### src/hw/rbm_pkg.sv
// package: register map, rates and frame carriers of the ring beacon monitor
package rbm_pkg;

  // ----------------------------------------------------------------
  // register indices; the byte address is four times the index
  // ----------------------------------------------------------------
  localparam logic [7:0] IDX_CTRL = 8'h6c;
  localparam logic [7:0] IDX_STATE = 8'h6e;
  localparam logic [7:0] IDX_TMO_LO = 8'h70;
  localparam logic [7:0] IDX_TMO_HI = 8'h72;
  localparam logic [7:0] IDX_P1_TS_LO = 8'h74;
  localparam logic [7:0] IDX_P1_TS_HI = 8'h76;
  localparam logic [7:0] IDX_P2_TS_LO = 8'h78;
  localparam logic [7:0] IDX_P2_TS_HI = 8'h7a;
  localparam logic [7:0] IDX_NB_W0 = 8'h7c;
  localparam logic [7:0] IDX_NB_W1 = 8'h7e;
  localparam logic [7:0] IDX_NB_W2 = 8'h80;
  localparam logic [7:0] IDX_EVT = 8'h40;
  localparam logic [7:0] IDX_MASK = 8'h42;

  // ----------------------------------------------------------------
  // field positions and reset values
  // ----------------------------------------------------------------
  localparam int CTL_P1_EN_BIT = 7;
  localparam int CTL_P2_EN_BIT = 8;
  localparam int CTL_CLR_BIT = 12;
  localparam int EVT_CHG_BIT = 0;
  localparam int EVT_TMO_BIT = 2;
  localparam int EVT_W = 4;
  localparam logic [15:0] REG_RESET = 16'h0000;
  localparam logic [1:0] RESP_OKAY = 2'b00;
  localparam logic [1:0] RESP_SLVERR = 2'b10;

  // ----------------------------------------------------------------
  // rates; counters advance in quarter ticks of the 100 and 50 mhz clocks, added once per system clock
  // ----------------------------------------------------------------
  localparam longint CLK_HZ = 40_000_000;
  localparam longint TMO_HZ = 50_000_000;
  localparam longint FRT_HZ = 100_000_000;
  localparam longint QTR = 4;
  localparam logic [3:0] FRT_STEP_Q = 4'(FRT_HZ * QTR / CLK_HZ);
  localparam logic [3:0] TMO_STEP_Q = 4'(TMO_HZ * QTR / CLK_HZ);

  // ----------------------------------------------------------------
  // carriers
  // ----------------------------------------------------------------
  typedef struct packed {
    logic valid;
    logic crc_err;
    logic [47:0] src;
    logic [7:0] state;
  } rbm_beacon_s;

  typedef struct packed {
    logic valid;
    logic [47:0] src;
  } rbm_frame_s;

endpackage

### src/hw/rbm_ring_beacon_monitor.sv
// module: ring beacon monitor with axi4-lite register slave
`timescale 1ns/1ps

module rbm_ring_beacon_monitor
  import rbm_pkg::*;
#(
  parameter int AW = 12
)(
  input wire logic sys_clk_in, // 40 mhz clock
  input wire logic sys_rst_in, // sync reset, active high
  input wire logic [AW-1:0] s_axi_awaddr_in, // write address
  input wire logic s_axi_awvalid_in, // write address valid
  output logic s_axi_awready_out, // write address ready
  input wire logic [31:0] s_axi_wdata_in, // write data
  input wire logic [3:0] s_axi_wstrb_in, // byte strobes
  input wire logic s_axi_wvalid_in, // write data valid
  output logic s_axi_wready_out, // write data ready
  output logic [1:0] s_axi_bresp_out, // write response
  output logic s_axi_bvalid_out, // write response valid
  input wire logic s_axi_bready_in, // write response ready
  input wire logic [AW-1:0] s_axi_araddr_in, // read address
  input wire logic s_axi_arvalid_in, // read address valid
  output logic s_axi_arready_out, // read address ready
  output logic [31:0] s_axi_rdata_out, // read data
  output logic [1:0] s_axi_rresp_out, // read response
  output logic s_axi_rvalid_out, // read data valid
  input wire logic s_axi_rready_in, // read data ready
  input rbm_beacon_s beacon_in [0:1], // received beacons, index 0 is port 1
  input rbm_frame_s neighbor_frame_in, // port 1 neighbor-check/sign-on frame
  input wire logic [47:0] supervisor_mac_in, // programmed supervisor address
  output logic irq_out // unmasked event pending
);

  // ----------------------------------------------------------------
  // decode helpers
  // ----------------------------------------------------------------
  function automatic logic [7:0] reg_idx(input logic [AW-1:0] a);
    reg_idx = 8'(a[9:2]);
  endfunction

  function automatic logic idx_ok(input logic [AW-1:0] a);
    logic [7:0] i;
    i = 8'(a[9:2]);
    idx_ok = (a[AW-1:10] == '0) && ((i >= IDX_CTRL && i <= IDX_NB_W2 && !i[0])
             || i == IDX_EVT || i == IDX_MASK);
  endfunction

  function automatic logic [15:0] lane(input logic [15:0] old, input logic [15:0] nw,
                                       input logic [1:0] st);
    lane = {st[1] ? nw[15:8] : old[15:8], st[0] ? nw[7:0] : old[7:0]};
  endfunction

  function automatic logic mac_eq(input logic [47:0] a, input logic [47:0] b);
    mac_eq = (a == b);
  endfunction

  // ----------------------------------------------------------------
  // state
  // ----------------------------------------------------------------
  logic aw_held, w_held, aw_bad;
  logic [7:0] aw_idx;
  logic [15:0] w_data;
  logic [1:0] w_strb;
  logic [1:0] tmo_en, tmo_en_q;
  logic [31:0] tmo_val;
  logic [EVT_W-1:0] evt, mask, evt_set;
  logic [7:0] bstate [0:1];
  logic [31:0] stamp [0:1];
  logic [31:0] tmr [0:1];
  logic [31:0] next_tmr [0:1];
  logic [47:0] nb_src;
  logic [31:0] frt;
  logic [1:0] frt_frac, tmo_frac;
  logic [1:0] sup_hit, good_hit, en_rise, expire, chg;
  logic [15:0] rd_word, ctl_word, ctl_new;

  // ----------------------------------------------------------------
  // axi4-lite handshakes
  // ----------------------------------------------------------------
  wire wr_go = aw_held && w_held && !s_axi_bvalid_out;
  wire wr_ctrl = wr_go && aw_idx == IDX_CTRL;
  wire wr_tmo_lo = wr_go && aw_idx == IDX_TMO_LO;
  wire wr_tmo_hi = wr_go && aw_idx == IDX_TMO_HI;
  wire wr_evt = wr_go && aw_idx == IDX_EVT;
  wire wr_mask = wr_go && aw_idx == IDX_MASK;
  wire clr_src = wr_ctrl && w_strb[1] && w_data[CTL_CLR_BIT];
  wire [7:0] ar_idx = reg_idx(s_axi_araddr_in);
  wire ar_go = s_axi_arvalid_in && s_axi_arready_out;
  wire [15:0] mask_new = lane(16'(mask), w_data, w_strb);
  wire [15:0] evt_clr = lane(REG_RESET, w_data, w_strb);

  assign s_axi_awready_out = !aw_held && !s_axi_bvalid_out;
  assign s_axi_wready_out = !w_held && !s_axi_bvalid_out;
  assign s_axi_arready_out = !s_axi_rvalid_out;
  assign ctl_word = 16'(tmo_en) << CTL_P1_EN_BIT;
  assign ctl_new = lane(ctl_word, w_data, w_strb);
  assign irq_out = |(evt & mask);

  always_ff @(posedge sys_clk_in)
  begin
    if (sys_rst_in)
    begin
      aw_held <= 1'b0;
      w_held <= 1'b0;
      aw_bad <= 1'b0;
      aw_idx <= 8'h00;
      w_data <= REG_RESET;
      w_strb <= 2'b00;
      s_axi_bvalid_out <= 1'b0;
      s_axi_bresp_out <= RESP_OKAY;
    end
    else
    begin
      if (s_axi_awvalid_in && s_axi_awready_out)
      begin
        aw_held <= 1'b1;
        aw_idx <= reg_idx(s_axi_awaddr_in);
        aw_bad <= !idx_ok(s_axi_awaddr_in);
      end
      if (s_axi_wvalid_in && s_axi_wready_out)
      begin
        w_held <= 1'b1;
        w_data <= s_axi_wdata_in[15:0];
        w_strb <= s_axi_wstrb_in[1:0];
      end
      if (wr_go)
      begin
        aw_held <= 1'b0;
        w_held <= 1'b0;
        s_axi_bvalid_out <= 1'b1;
        s_axi_bresp_out <= aw_bad ? RESP_SLVERR : RESP_OKAY;
      end
      else if (s_axi_bvalid_out && s_axi_bready_in)
        s_axi_bvalid_out <= 1'b0;
    end
  end

  // ----------------------------------------------------------------
  // read path; every word is live, nothing is latched between halves
  // ----------------------------------------------------------------
  always_comb
  begin
    rd_word = REG_RESET;
    case (ar_idx)
      IDX_CTRL: rd_word = ctl_word; // clear bit always reads zero
      IDX_STATE: rd_word = {bstate[1], bstate[0]};
      IDX_TMO_LO: rd_word = tmo_val[15:0];
      IDX_TMO_HI: rd_word = tmo_val[31:16];
      IDX_P1_TS_LO: rd_word = stamp[0][15:0];
      IDX_P1_TS_HI: rd_word = stamp[0][31:16];
      IDX_P2_TS_LO: rd_word = stamp[1][15:0];
      IDX_P2_TS_HI: rd_word = stamp[1][31:16];
      IDX_NB_W0: rd_word = nb_src[15:0];
      IDX_NB_W1: rd_word = nb_src[31:16];
      IDX_NB_W2: rd_word = nb_src[47:32];
      IDX_EVT: rd_word = 16'(evt);
      IDX_MASK: rd_word = 16'(mask);
      default: rd_word = REG_RESET;
    endcase
  end

  always_ff @(posedge sys_clk_in)
  begin
    if (sys_rst_in)
    begin
      s_axi_rvalid_out <= 1'b0;
      s_axi_rdata_out <= 32'h0000_0000;
      s_axi_rresp_out <= RESP_OKAY;
    end
    else if (ar_go)
    begin
      s_axi_rvalid_out <= 1'b1;
      s_axi_rdata_out <= {16'h0000, idx_ok(s_axi_araddr_in) ? rd_word : REG_RESET};
      s_axi_rresp_out <= idx_ok(s_axi_araddr_in) ? RESP_OKAY : RESP_SLVERR;
    end
    else if (s_axi_rready_in)
      s_axi_rvalid_out <= 1'b0;
  end

  // ----------------------------------------------------------------
  // software registers
  // ----------------------------------------------------------------
  // software should only touch tmo_val with both enables clear; a live
  // change is taken at the next load and may fire an early timeout
  always_ff @(posedge sys_clk_in)
  begin
    if (sys_rst_in)
    begin
      tmo_en <= 2'b00;
      tmo_en_q <= 2'b00;
      tmo_val <= 32'h0000_0000;
      mask <= '0;
      evt <= '0;
    end
    else
    begin
      tmo_en_q <= tmo_en;
      if (wr_ctrl)
        tmo_en <= {ctl_new[CTL_P2_EN_BIT], ctl_new[CTL_P1_EN_BIT]};
      if (wr_tmo_lo)
        tmo_val[15:0] <= lane(tmo_val[15:0], w_data, w_strb);
      if (wr_tmo_hi)
        tmo_val[31:16] <= lane(tmo_val[31:16], w_data, w_strb);
      if (wr_mask)
        mask <= mask_new[EVT_W-1:0];
      // set wins over a write-one-to-clear in the same cycle
      evt <= (evt & ~(wr_evt ? evt_clr[EVT_W-1:0] : '0)) | evt_set;
    end
  end

  // ----------------------------------------------------------------
  // rate generators: quarter-tick accumulators stand in for the
  // 100 and 50 mhz clocks, so counts advance by 2 or 3 and 1 or 2
  // ----------------------------------------------------------------
  wire [3:0] frt_sum = {2'b00, frt_frac} + FRT_STEP_Q;
  wire [3:0] tmo_sum = {2'b00, tmo_frac} + TMO_STEP_Q;
  wire [1:0] frt_inc = frt_sum[3:2];
  wire [1:0] tmo_step = tmo_sum[3:2];

  always_ff @(posedge sys_clk_in)
  begin
    if (sys_rst_in)
    begin
      frt <= 32'h0000_0000;
      frt_frac <= 2'b00;
      tmo_frac <= 2'b00;
    end
    else
    begin
      frt <= frt + {30'h0, frt_inc};
      frt_frac <= frt_sum[1:0];
      tmo_frac <= tmo_sum[1:0];
    end
  end

  // ----------------------------------------------------------------
  // neighbor-check source capture, port 1
  // ----------------------------------------------------------------
  always_ff @(posedge sys_clk_in)
  begin
    if (sys_rst_in)
      nb_src <= 48'h0000_0000_0000;
    else if (neighbor_frame_in.valid)
      nb_src <= neighbor_frame_in.src; // capture beats a clear
    else if (clr_src)
      nb_src <= 48'h0000_0000_0000;
  end

  for (genvar p = 0; p < 2; p++)
  begin : g_port
    assign sup_hit[p] = beacon_in[p].valid
                        && mac_eq(beacon_in[p].src, supervisor_mac_in);
    assign good_hit[p] = sup_hit[p] && !beacon_in[p].crc_err;
    assign en_rise[p] = tmo_en[p] && !tmo_en_q[p];
    // a supervisor beacon without crc error in the expiry cycle wins, so no timeout is flagged then
    assign expire[p] = tmo_en[p] && !en_rise[p] && !good_hit[p]
                       && tmr[p] <= {30'h0, tmo_step};
    assign next_tmr[p] = !tmo_en[p] ? 32'h0000_0000
                       : (en_rise[p] || good_hit[p] || expire[p]) ? tmo_val
                       : tmr[p] - {30'h0, tmo_step};
    assign chg[p] = sup_hit[p] && beacon_in[p].state != bstate[p];
    assign evt_set[EVT_CHG_BIT+p] = chg[p];
    assign evt_set[EVT_TMO_BIT+p] = expire[p];

    always_ff @(posedge sys_clk_in)
    begin
      if (sys_rst_in)
      begin
        tmr[p] <= 32'h0000_0000;
        bstate[p] <= 8'h00;
        stamp[p] <= 32'h0000_0000;
      end
      else
      begin
        tmr[p] <= next_tmr[p];
        if (sup_hit[p])
        begin
          bstate[p] <= beacon_in[p].state;
          stamp[p] <= frt;
        end
      end
    end

  end
endmodule

### config.mk
export PLATFORM = sky130hd
export DESIGN_NAME = rbm_ring_beacon_monitor
export DESIGN_NICKNAME = d
export VERILOG_FILES = /design/src/hw/rbm_pkg.sv /design/src/hw/rbm_ring_beacon_monitor.sv
export SDC_FILE = /design/constraint.sdc
export NUM_CORES = 1
export LEC_CHECK = 0
export ABC_AREA = 1
export BUFFER_PORTS_ARGS = -buffer_cell sky130_fd_sc_hd__buf_4
export CAP_MARGIN = 20
export CORE_MARGIN = 2
export CORE_UTILIZATION = 45
export CTS_BUF_LIST = sky130_fd_sc_hd__clkbuf_4
export CTS_CLUSTER_SIZE = 20
export DETAILED_ROUTE_END_ITERATION = 8
export GPL_TIMING_DRIVEN = 0
export PLACE_DENSITY = 0.67
export SLEW_MARGIN = 40
export SYNTH_ARGS = -nofsm -noshare
export SYNTH_HDL_FRONTEND = slang
export SYNTH_SLANG_ARGS = --single-unit
### constraint.sdc
create_clock -name sys_clk_in -period 3.6 [get_ports sys_clk_in]
set_input_delay 0.36 -clock sys_clk_in [delete_from_list [all_inputs] [get_ports sys_clk_in]]
set_output_delay 0.36 -clock sys_clk_in [all_outputs]
set_load 0.05 [all_outputs]
After elaboration in Yosys (flattened, before gate mapping):

Memories as Yosys holds them, arrays and structs flattened.
Index checks and enable logic that the tools add are counted.

* reduce and logical (&&, ||, !) cells: 72
* bitwise logic cells: 10
* magnitude comparators: 6
* add/sub/neg operators: 5
* mux-type cells: 31
* equal/unequal tests: 24

Operator list (number)
* $mux 32: 8
* $pmux 16 s13: 1
* $eq 8x7->1 const B: 19
* $eq 48x48->1: 2
* $mux 48: 2
* $le 32x2->1: 2
* $sub 32x2->32: 2
* $logic_and 1x1->1: 35
* $add 32x2->32: 1
* $ge 8x7->1 const B: 2
* $le 8x8->1 const B: 2
* $mux 16: 1
* $mux 8: 2
* $ne 8x8->1: 2
* $logic_not 1->1: 15
* $reduce_and 2->1: 7
* $mux 1: 13
* $and 4x4->4: 2
* $eq 8x8->1 const B: 1
* $logic_or 1x1->1: 8
* $mux 4: 2
* $or 1x1->1: 6
* $reduce_bool 2->1: 3
* $add 2x3->4 const B: 1
* 7 further kinds: 9

* output and inout port bits: 42
* logic and storage cells: 175
* RAM bits: 144
* memories: 3
* register bits after elaboration: 179
* input bits: 280

Memory list
* stamp: depth 2, bits a word 32, rd ports 2, clocked after Yosys merged registers in 0, write ports 2, line rbm_ring_beacon_monitor.sv:68 `logic [31:0] stamp [0:1];`
* tmr: depth 2, bits a word 32, rd ports 2, clocked after Yosys merged registers in 0, write ports 2, line rbm_ring_beacon_monitor.sv:69 `logic [31:0] tmr [0:1];`
* bstate: depth 2, bits a word 8, rd ports 2, clocked after Yosys merged registers in 0, write ports 2, line rbm_ring_beacon_monitor.sv:67 `logic [7:0] bstate [0:1];`

Longest topological paths before layout:

Gate-level depths: netlist (run 1).

* depth in word-level cells: 10
* mapped depth: 18
* mapped depth without buffers: 17

Worst setup path after synthesis (run 1):

Ideal clock, no wire load.

* path type: reg-to-reg
* from: register tmo_frac[0]
* to: memory tmr[1][10]
* required time: 3.485 ns
* setup time: 0.115 ns
* data arrival time: 2.447 ns
* buffers on the path: 2
* setup slack: 1.038 ns
* clock period less this slack: 2.562 ns
* cell stages (with the launch flop): 18
* cell sequence: dfxtp_1 ha_1 inv_1 ha_1 inv_1 fa_1 inv_1 nand3_2 nor2_4 nand2_2 inv_2 nand2_2 o21ai_2 a21oi_2 buf_4 buf_4 a21oi_1 nor2_1

RTL lines
* start: declaration: line rbm_ring_beacon_monitor.sv:73 `logic [1:0] frt_frac, tmo_frac;`
* start signal: assignment: line rbm_ring_beacon_monitor.sv:232 `tmo_frac <= tmo_sum[1:0];`
* end: declaration: line rbm_ring_beacon_monitor.sv:69

==> flow_summary.json, run 1 <==
{
  "r2r-start": "tmo_frac[0]",
  "timing_worst_slew_pin_value_ns": 0.950,
  "timing.critical_path.from": "tmo_frac[0]",
  "finalHoldViolCount": 0,
  "via_count_of_the_first_global_routing_pass": 18196,
  "grt_overflow": 0,
  "hold_start": "s_axi_awvalid_in",
  "status": "completed",
  "ioPinCount": 322,
  "internal_power_consumption_mw": 5.98,
  "area_growth_syn_to_layout_pct": 27.7,
  "total_switching_power_mw": 2.18,
  "worst_setup_path_end_kind": "register",
  "max_clk_rate_mhz": 307,
  "critical_path.top_delay_family": "buffers and inverters",
  "setup_tns_ns": 0,
  "path_clk_slew_ns": 0.07,
  "postSynthAreaPerCell_um2": 6.72,
  "preCtsSetupSlack_ns": 0.375,
  "crit_arrival_ns": 3.86,
  "power.combinational.fraction_pct": 12.5,
  "placementRows": 72,
  "cp-start-kind": "register",
  "drtIter0Drc": 1376,
  "globalRouteTotalUtil_pct": 29.7,
  "min_path_type": "input pin to register",
  "synth-warning-count": 0,
  "cellPowerDensity_nw_per_um2": 362,
  "ctsRootBufferMaster": "sky130_fd_sc_hd__clkbuf_4",
  "drt_pass1_iterations": 6,
  "layout_common_cells": "sky130_fd_sc_hd__nand2_1 (749), sky130_fd_sc_hd__nor2_1 (403), sky130_fd_sc_hd__inv_1 (337)",
  "numClockSinks": 320,
  "drtAntennaViolNets": 0,
  "crit_path_max_delay_cell_type": "sky130_fd_sc_hd__fa_1",
  "switching_share_of_power_pct": 26.7,
  "synth_cell_type_count": 49,
  "finalCriticalPeriod_ns": 3.25,
  "antenna_found_initial": 3,
  "postSynthCellCount": 2629,
  "required_ns": 4.21,
  "synthFlopType": "sky130_fd_sc_hd__dfxtp_1",
  "clock_power_share_pct": 40.3,
  "irDropWorstVdd_uv": 338,
  "synth_seq_cells": 320,
  "ff_latch_area_um2": 7210,
  "setup_viol": 0,
  "viasPerCell": 5.06,
  "path_cells": "ha_1 -> inv_1 -> ha_1 -> inv_1 -> fa_1 -> inv_1 -> nand3_2 -> nor2_4 -> nand2_2 -> inv_2 -> nand2_2 -> o21ai_2 -> a21oi_2 -> buf_4 -> buf_4 -> a21oi_1 -> nor2_1",
  "cts.repair.resized": 0,
  "routed_wire_length_per_instance_um": 16.7,
  "cts_htree_levels": 3,
  "nFillCells": 3696,
  "final_min_period_over_clock_period_pct": 90.4,
  "max-slew-margin-rel_pct": 36.7,
  "place.port_buffers": 281,
  "nets": 3400,
  "chipHeight_um": 202,
  "synthesis.area_um2": 17700,
  "cts-root-to-sink-buffers": 3,
  "vias": 18690,
  "clock_latency_ns": 0.78,
  "die_area_um2": 40800,
  "wl_um": 61500,
  "p_seq_share_pct": 47.1,
  "drv.max_cap_violation_count": 0,
  "critPathMostFrequentCell": "sky130_fd_sc_hd__inv_1",
  "initial_core_util_pct": 45.7,
  "cp_num_buf_inv": 6,
  "drc_errors": 0,
  "slew_viol_final": 0,
  "crit_fanout": 10,
  "area_occupied_by_multi_input_gates_um2": 8650,
  "grt_max_degree": 41,
  "synth_enable_flop_cells": 80,
  "first_pass_grt_wire_length_um": 94300,
  "dp_hpwl_um": 47800,
  "chipWidth_um": 202,
  "leakage_nw": 10.7,
  "skew_ns": 0.0520,
  "core-area_um2": 38600,
  "tritoncts": "done",
  "crit_type": "register to register",
  "layout-drive-gt1-share_pct": 16.8,
  "final_common_cell": "sky130_fd_sc_hd__nand2_1",
  "clock_buffers_created_by_tritoncts": 86,
  "gp_congestion": 0.990,
  "setup_repair_after_global_routing_missed_its_margin": "no",
  "synth-seq-area-share_pct": 40.8,
  "postLayoutSetupSlackWorst_ns": 0.345,
  "worst_path_largest_cell_delay_ns": 0.42,
  "async_set_reset_flop_share_out_of_synthesis_pct": 0
}
==> power groups by stage <==
| stage | logic, mW | clock network (mW) | registers [mW] |
|---|---|---|---|
| floorplan | 0.506 | 0 | 3.91 |
| global placement | 0.905 | 0 | 3.92 |
| detailed placement | 0.924 | 0 | 3.92 |
| CTS | 1.01 | 3.34 | 3.84 |
| global route | 1.13 | 3.53 | 3.85 |
| finish | 1.02 | 3.29 | 3.85 |
==> kinds of logic after synthesis <==
family,synth area share (%)
xor gates and xnor gates,4.37
and+or+nand+nor,34.4
other,0.0212
DFF,40.8
AOI/OAI and AO/OA,9.10
buffers and inverters,10.6
adders and majority gates,0.723
==> cell type report <==
class	instances	share of cell area [%]
antenna	3	0.0333
buffer	104	2.43
sequential	320	32.0
clock inverter	30	0.860
clock buffer	119	3.96
tap	518	2.87
timing repair buffer	377	13.6
multi-input combinational	1868	38.4
inverter	354	5.89
==> routing by layer <==
layer	share of wire, %	wire length (µm)	GRT usage [%]	vias up
met3	6.2	3820	4.64	206
met4	5.2	3200	15.1	0
met1	40	24800	35.9	8547
li1	-	-	-	9231
met5	0	0	0	-
met2	48	29700	51.1	706
==> cells in the mapped netlist, drive strengths merged, types with 37 or more instances <==
master / n / area share (%)
nor3: 44 / 1.6
o21ai: 97 / 2.8
nand2: 760 / 16
nand3: 154 / 4.6
clkbuf: 47 / 1.0
edfxtp: 80 / 14
dfxtp: 240 / 27
nor2: 424 / 9.5
inv: 353 / 7.5
a21oi: 183 / 5.3
xnor2: 37 / 1.8
buf: 57 / 2.1
xor2: 51 / 2.5
==> flip-flops by register name, summed over array words and instances (netlist names), 2 cells and up <==
signal           count
tmr                 64
nb_src              48
mask                 4
tmo_en               2
w_strb               2
s_axi_rdata_out     16
tmo_val             32
evt                  4
w_data              16
tmo_en_q             2
bstate              16
aw_idx               8
frt                 32
tmo_frac             2
stamp               64
==> what timing repair did <==
action / CTS / global route
hold endpoints to repair: 94 / 0
buffers inserted: 0 / 0
hold buffers: 96 / 0
==> metrics by stage <==
step                      cell area (µm²)  total power [mW]  util [%]  hold slack, ns  cells
after global routing                22500              8.51      58.3          0.0585   3693
final                               22500              8.16      58.3          0.0641   3693
after CTS                           22500              8.19      58.3         0.00560   3690
after detailed placement            20500              4.85      53.0           0.412   3445
after global placement              20500              4.83      53.0           0.407   3445
after floorplan                     17700              4.42         -           0.397   2646
==> path summary, 6_finish.rpt <==
path	endpoint	slack, ns	cells past startpoint
min	aw_idx[4]	0.06	4
max	tmr[1][18]	0.35	17
max reg2reg	tmr[1][18]	0.35	17
min reg2reg	frt_frac[1]	0.42	1
==> worst register-to-register path, delay by kind of cell, from the launching register on <==
family,cells,cell delay (ns)
buf+inv,6,0.86
fa+ha+maj,3,0.82
simple gates,5,0.59
compound gates,3,0.58
flops,1,0.31
(Power assumes the default switching activity.)
==> inputs of run 2 (changes only) <==
--- a/config.mk
+++ b/config.mk
@@ -6,7 +6,7 @@
 export NUM_CORES = 1
 export LEC_CHECK = 0
 export ABC_AREA = 1
-export BUFFER_PORTS_ARGS = -buffer_cell sky130_fd_sc_hd__buf_4
+export BUFFER_PORTS_ARGS = -buffer_cell sky130_fd_sc_hd__buf_2
 export CAP_MARGIN = 20
 export CORE_MARGIN = 2
 export CORE_UTILIZATION = 45
==> run 2 against run 1 <==
Effect of this change: via count shrank 0.93%; largest power group unchanged; clock skew grew 0.00099 ns; wire length shrank 1.5%; power shrank 0.65%.
==> flow_summary.json, run 2 (synthesis results as in run 1) <==
{
  "numClockSinks": 320,
  "antenna_found_initial": 11,
  "design_area_um2": 21900,
  "layout-drive-gt1-share_pct": 17.3,
  "drtIter0Drc": 1341,
  "worst_setup_path_end_kind": "register",
  "cellPowerDensity_nw_per_um2": 370,
  "wl_um": 60600,
  "initial_core_util_pct": 45.7,
  "setup_tns_ns": 0,
  "setup_repair_after_global_routing_missed_its_margin": "no",
  "place.port_buffers": 281,
  "tritoncts": "done",
  "path_clk_slew_ns": 0.07,
  "routed_wire_length_per_instance_um": 16.3,
  "largest_registers": "stamp x64, tmr x64, nb_src x48",
  "drv.max_cap_violation_count": 0,
  "viasPerCell": 5.00,
  "timing_worst_slew_pin_value_ns": 0.841,
  "first_pass_grt_wire_length_um": 93400,
  "cts_setup_buffers": 0,
  "grt_max_degree": 41,
  "drtAntennaViolNets": 0,
  "crit_type": "register to register",
  "drc_errors": 0,
  "skew_ns": 0.0530,
  "vias": 18517,
  "via_count_of_the_first_global_routing_pass": 18055,
  "finish.cell_count_without_fillers": 3707,
  "finalHoldViolCount": 0,
  "status": "completed",
  "hold-worst-slack_ns": 0.0991,
  "post_dp_cell_area_um2": 19800,
  "crit_arrival_ns": 3.80,
  "clock_latency_ns": 0.76,
  "slew_viol_final": 0,
  "required_ns": 4.19,
  "chipWidth_um": 202,
  "leakage_nw": 10.5,
  "crit_fanout": 10,
  "dp_hpwl_um": 46900,
  "irDropWorstVdd_uv": 165,
  "layout_common_cells": "sky130_fd_sc_hd__nand2_1 (749), sky130_fd_sc_hd__nor2_1 (403), sky130_fd_sc_hd__inv_1 (337)",
  "final_min_period_over_clock_period_pct": 89.2,
  "max-slew-margin-rel_pct": 43.9,
  "core-area_um2": 38600,
  "cts-root-to-sink-buffers": 3,
  "drt_pass1_iterations": 7,
  "cts.repair.resized": 0,
  "gp_congestion": 0.997,
  "cts.hold.buffers_added": 96,
  "finalCriticalPeriod_ns": 3.21,
  "die_area_um2": 40800,
  "chipHeight_um": 202,
  "ioPinCount": 322,
  "globalRouteTotalUtil_pct": 29.3,
  "ctsRootBufferMaster": "sky130_fd_sc_hd__clkbuf_4",
  "placementRows": 72,
  "clock_buffers_created_by_tritoncts": 88,
  "setup_viol": 0,
  "cp-start-kind": "register",
  "nets": 3403,
  "grt_overflow": 0,
  "placedCellCount": 3445,
  "cts_htree_levels": 3,
  "final_common_cell": "sky130_fd_sc_hd__nand2_1",
  "area_growth_syn_to_layout_pct": 24.1,
  "min_path_type": "input pin to register",
  "max_clk_rate_mhz": 312
}
run 2: path summary, 6_finish.rpt:
kind               startpoint          end  slack [ns]  depth (start not counted)
max               tmo_frac[0]   tmr[1][18]        0.39                         17
max reg2reg       tmo_frac[0]   tmr[1][18]        0.39                         17
min reg2reg       frt_frac[1]  frt_frac[1]        0.42                          1
min          s_axi_awvalid_in    aw_idx[4]         0.1                          4
run 2: area by class of cell:
| class | count | area [µm²] |
|---|---|---|
| diodes | 11 | 27.5 |
| plain buffers | 104 | 548 |
| clock buffers | 139 | 1040 |
| clock inverters | 15 | 82.6 |
| fillers | 3834 | 16700 |
| inverters | 354 | 1330 |
| multi-input cells | 1868 | 8650 |
| flip-flops and latches | 320 | 7210 |
| well taps | 518 | 648 |
| repair buffers | 378 | 2380 |
run 2: critical path, cell delays in order, from the launching register on:
cell	delay, ns
sky130_fd_sc_hd__dfxtp_1	0.31
sky130_fd_sc_hd__ha_1	0.19
sky130_fd_sc_hd__inv_1	0.22
sky130_fd_sc_hd__ha_1	0.20
sky130_fd_sc_hd__inv_1	0.06
sky130_fd_sc_hd__fa_1	0.43
sky130_fd_sc_hd__inv_1	0.09
sky130_fd_sc_hd__nand3_2	0.13
sky130_fd_sc_hd__nor2_4	0.16
sky130_fd_sc_hd__nand2_2	0.14
sky130_fd_sc_hd__inv_2	0.09
sky130_fd_sc_hd__nand2_2	0.07
sky130_fd_sc_hd__o21ai_2	0.11
sky130_fd_sc_hd__a21oi_2	0.11
sky130_fd_sc_hd__buf_4	0.19
sky130_fd_sc_hd__buf_4	0.17
sky130_fd_sc_hd__a21oi_1	0.31
sky130_fd_sc_hd__nor2_1	0.09
run 2: per-layer routing:
metal  share of wire [%]  vias up  wire, µm  track usage, %
met5                   0        -         0               0
met4                 4.8        0      2910            14.7
met3                 6.6      179      4000            5.19
met2                  48      722     29200            50.3
met1                  40     8370     24500            35.1
li1                    -     9246         -               -
run 2: power breakdown:
group / switching (mW) / total [mW] / internal (mW)
clock network: 1.52 / 3.32 / 1.80
logic: 0.557 / 0.935 / 0.378
registers: 0.0613 / 3.84 / 3.78
total: 2.14 / 8.10 / 5.97
run 2: per-stage QoR:
step	util, %	power [mW]	worst slack [ns]
after global placement	51.2	4.74	0.0830
after floorplan	-	4.42	1.04
after global routing	56.7	8.47	0.139
after detailed placement	51.2	4.76	0.372
after CTS	56.6	8.15	0.345
final	56.7	8.10	0.391
==> inputs of run 3 (changes only) <==
--- a/config.mk
+++ b/config.mk
@@ -8,13 +8,15 @@
 export ABC_AREA = 1
 export BUFFER_PORTS_ARGS = -buffer_cell sky130_fd_sc_hd__buf_2
 export CAP_MARGIN = 20
+export CELL_PAD_IN_SITES_DETAIL_PLACEMENT = 0
+export CELL_PAD_IN_SITES_GLOBAL_PLACEMENT = 1
 export CORE_MARGIN = 2
-export CORE_UTILIZATION = 45
+export CORE_UTILIZATION = 41
 export CTS_BUF_LIST = sky130_fd_sc_hd__clkbuf_4
 export CTS_CLUSTER_SIZE = 20
 export DETAILED_ROUTE_END_ITERATION = 8
 export GPL_TIMING_DRIVEN = 0
-export PLACE_DENSITY = 0.67
+export PLACE_DENSITY_LB_ADDON = 0.1
 export SLEW_MARGIN = 40
 export SYNTH_ARGS = -nofsm -noshare
 export SYNTH_HDL_FRONTEND = slang
==> constraint.sdc (replaced) <==
create_clock -name sys_clk_in -period 3.6 [get_ports sys_clk_in]
set_input_delay 0.72 -clock sys_clk_in [delete_from_list [all_inputs] [get_ports sys_clk_in]]
set_output_delay 0.72 -clock sys_clk_in [all_outputs]
set_load 0.05 [all_outputs]
==> run 3 against run 2 <==
Effect of this change: non-clock buffer count decreased by 96; utilization decreased by 7.3 points; clock-buffer cell count increased by 2; combinational power decreased by 9.8%; critical path depth unchanged; wire length increased by 0.70%; clock power increased by 9.6%; register-to-register slack improved by 0.03 ns; via count decreased by 4.4%; setup slack improved by 0.026 ns; first-iteration DRC count decreased by 9.9%; sequential cell count unchanged; largest cell class unchanged; highest routed layer is now met5.
==> flow_summary.json, run 3 (synthesis results as in run 1) <==
{
  "crit_fanout": 10,
  "total_power_mw": 8.34,
  "grt_max_degree": 41,
  "clock_latency_ns": 0.85,
  "nets": 3311,
  "first_pass_grt_wire_length_um": 92800,
  "layout-drive-gt1-share_pct": 18.0,
  "leakage_nw": 10.2,
  "final_min_period_over_clock_period_pct": 88.4,
  "chipWidth_um": 212,
  "layout_common_cells": "sky130_fd_sc_hd__nand2_1 (749), sky130_fd_sc_hd__nor2_1 (403), sky130_fd_sc_hd__inv_1 (337)",
  "max-slew-margin-rel_pct": 41.9,
  "status": "completed",
  "drt_pass1_iterations": 5,
  "max_clk_rate_mhz": 314,
  "worst-r2r-cell-count": 17,
  "r2r-start": "tmo_frac[0]",
  "drc_errors": 0,
  "cellPowerDensity_nw_per_um2": 395,
  "worst_setup_path_end_kind": "register",
  "globalRouteTotalUtil_pct": 27.4,
  "place.port_buffers": 281,
  "wl_um": 61000,
  "vias": 17707,
  "finalCriticalPeriod_ns": 3.18,
  "drtIter0Drc": 1208,
  "cts_htree_levels": 3,
  "chipHeight_um": 212,
  "area_growth_syn_to_layout_pct": 19.6,
  "hold-worst-slack_ns": 0.122,
  "cts.hold.buffers_added": 0,
  "post_dp_cell_area_um2": 19800,
  "antenna_found_initial": 12,
  "cts.repair.resized": 0,
  "hold_end": "nb_src[17]",
  "crit_arrival_ns": 3.87,
  "cts-root-to-sink-buffers": 3,
  "final_common_cell": "sky130_fd_sc_hd__nand2_1",
  "cts_setup_buffers": 0,
  "setup_viol": 0,
  "rrSetupSlack_ns": 0.42,
  "initial_core_util_pct": 41.3,
  "crit_type": "register to register",
  "skew_ns": 0.0727,
  "setup_repair_after_global_routing_missed_its_margin": "no",
  "min_path_cells": 3,
  "via_count_of_the_first_global_routing_pass": 17180,
  "area_occupied_by_multi_input_gates_um2": 8650,
  "numClockSinks": 320,
  "core-area_um2": 42800,
  "hold_start": "neighbor_frame_in[17]",
  "ioPinCount": 322,
  "finalHoldViolCount": 0,
  "tritoncts": "done",
  "dp_hpwl_um": 48600,
  "min_path_type": "input pin to register",
  "ff_latch_area_um2": 7210,
  "path_clk_slew_ns": 0.06,
  "nFillCells": 4569,
  "timing_worst_slew_pin_value_ns": 0.872,
  "regToRegEndpoint": "tmr[1][15]",
  "irDropWorstVdd_uv": 181,
  "gp_congestion": 0.946,
  "cp-start-kind": "register",
  "placementRows": 76,
  "slew_viol_final": 0,
  "die_area_um2": 44700,
  "required_ns": 4.29,
  "design_area_um2": 21100,
  "drtAntennaViolNets": 0,
  "largest_registers": "stamp x64, tmr x64, nb_src x48",
  "routed_wire_length_per_instance_um": 16.7,
  "viasPerCell": 4.84,
  "grt_overflow": 0,
  "drv.max_cap_violation_count": 0,
  "ctsRootBufferMaster": "sky130_fd_sc_hd__clkbuf_4",
  "clock_buffers_created_by_tritoncts": 92
}
## run 3: cell count changes in the layout (fill, tap and decap cells not counted), moves of 2 or more
cell	before	now
sky130_fd_sc_hd__clkbuf_2	2	4
sky130_fd_sc_hd__bufinv_16	1	3
sky130_fd_sc_hd__clkinv_2	0	2
sky130_fd_sc_hd__clkbuf_4	139	141
sky130_fd_sc_hd__clkinv_1	13	25
sky130_fd_sc_hd__dlygate4sd3_1	96	0
sky130_fd_sc_hd__clkbuf_1	46	43
sky130_fd_sc_hd__inv_2	18	16
## run 3: area by class of cell
cell class	instances	share of cell area, %
tap	546	3.23
antenna	10	0.118
timing repair buffer	282	6.69
inverter	354	6.29
clock buffer	141	5.01
clock inverter	31	0.983
sequential	320	34.1
multi-input combinational	1868	40.9
buffer	104	2.61
## run 3: metrics by stage
stage / util (%) / instances / setup WS (ns) / TNS, ns
floorplan: - / 2646 / 1.00 / 0
finish: 49.4 / 3656 / 0.417 / 0
CTS: 49.3 / 3645 / 0.409 / 0
global route: 49.3 / 3651 / 0.189 / 0
detailed placement: 46.3 / 3473 / 0.417 / 0
global placement: 46.3 / 3473 / -0.343 / -18.58
## run 3: how the worst max path moves through the flow
stage	startpoint	end	slack, ns	cells after the start
global route	tmo_frac[0]	tmr[0][9]	0.19	15
finish	tmo_frac[0]	tmr[1][15]	0.42	17
CTS	tmo_frac[0]	tmr[1][15]	0.41	17
floorplan	supervisor_mac_in[5]	bstate[1][0]	1.00	8
global placement	sys_rst_in	stamp[1][27]	-0.34	5
detailed placement	tmo_frac[0]	tmr[1][15]	0.42	17
## run 3: per-layer routing
layer	vias up	GRT usage [%]	wire (µm)
met5	-	0	27
met4	4	10.3	1900
met3	104	6.36	3590
met2	516	46.3	29100
met1	8008	34.0	26400
li1	9075	-	-
## run 3: critical path, cell delays in order, from the launching register on
cell and delay (ns):
sky130_fd_sc_hd__dfxtp_1 0.32, sky130_fd_sc_hd__ha_1 0.22, sky130_fd_sc_hd__inv_1 0.20, sky130_fd_sc_hd__ha_1 0.19, sky130_fd_sc_hd__inv_1 0.06, sky130_fd_sc_hd__fa_1 0.43, sky130_fd_sc_hd__inv_1 0.09, sky130_fd_sc_hd__nand3_2 0.13
sky130_fd_sc_hd__nor2_4 0.16, sky130_fd_sc_hd__nand2_2 0.13, sky130_fd_sc_hd__inv_2 0.09, sky130_fd_sc_hd__nand2_2 0.07, sky130_fd_sc_hd__o21ai_2 0.11, sky130_fd_sc_hd__a21oi_2 0.11, sky130_fd_sc_hd__buf_4 0.19, sky130_fd_sc_hd__buf_4 0.17
sky130_fd_sc_hd__a21oi_1 0.30, sky130_fd_sc_hd__nor2_1 0.08
## run 3: power by group
group / internal (mW) / switching, mW
clock network: 2.00 / 1.64
logic: 0.310 / 0.533
registers: 3.78 / 0.0678
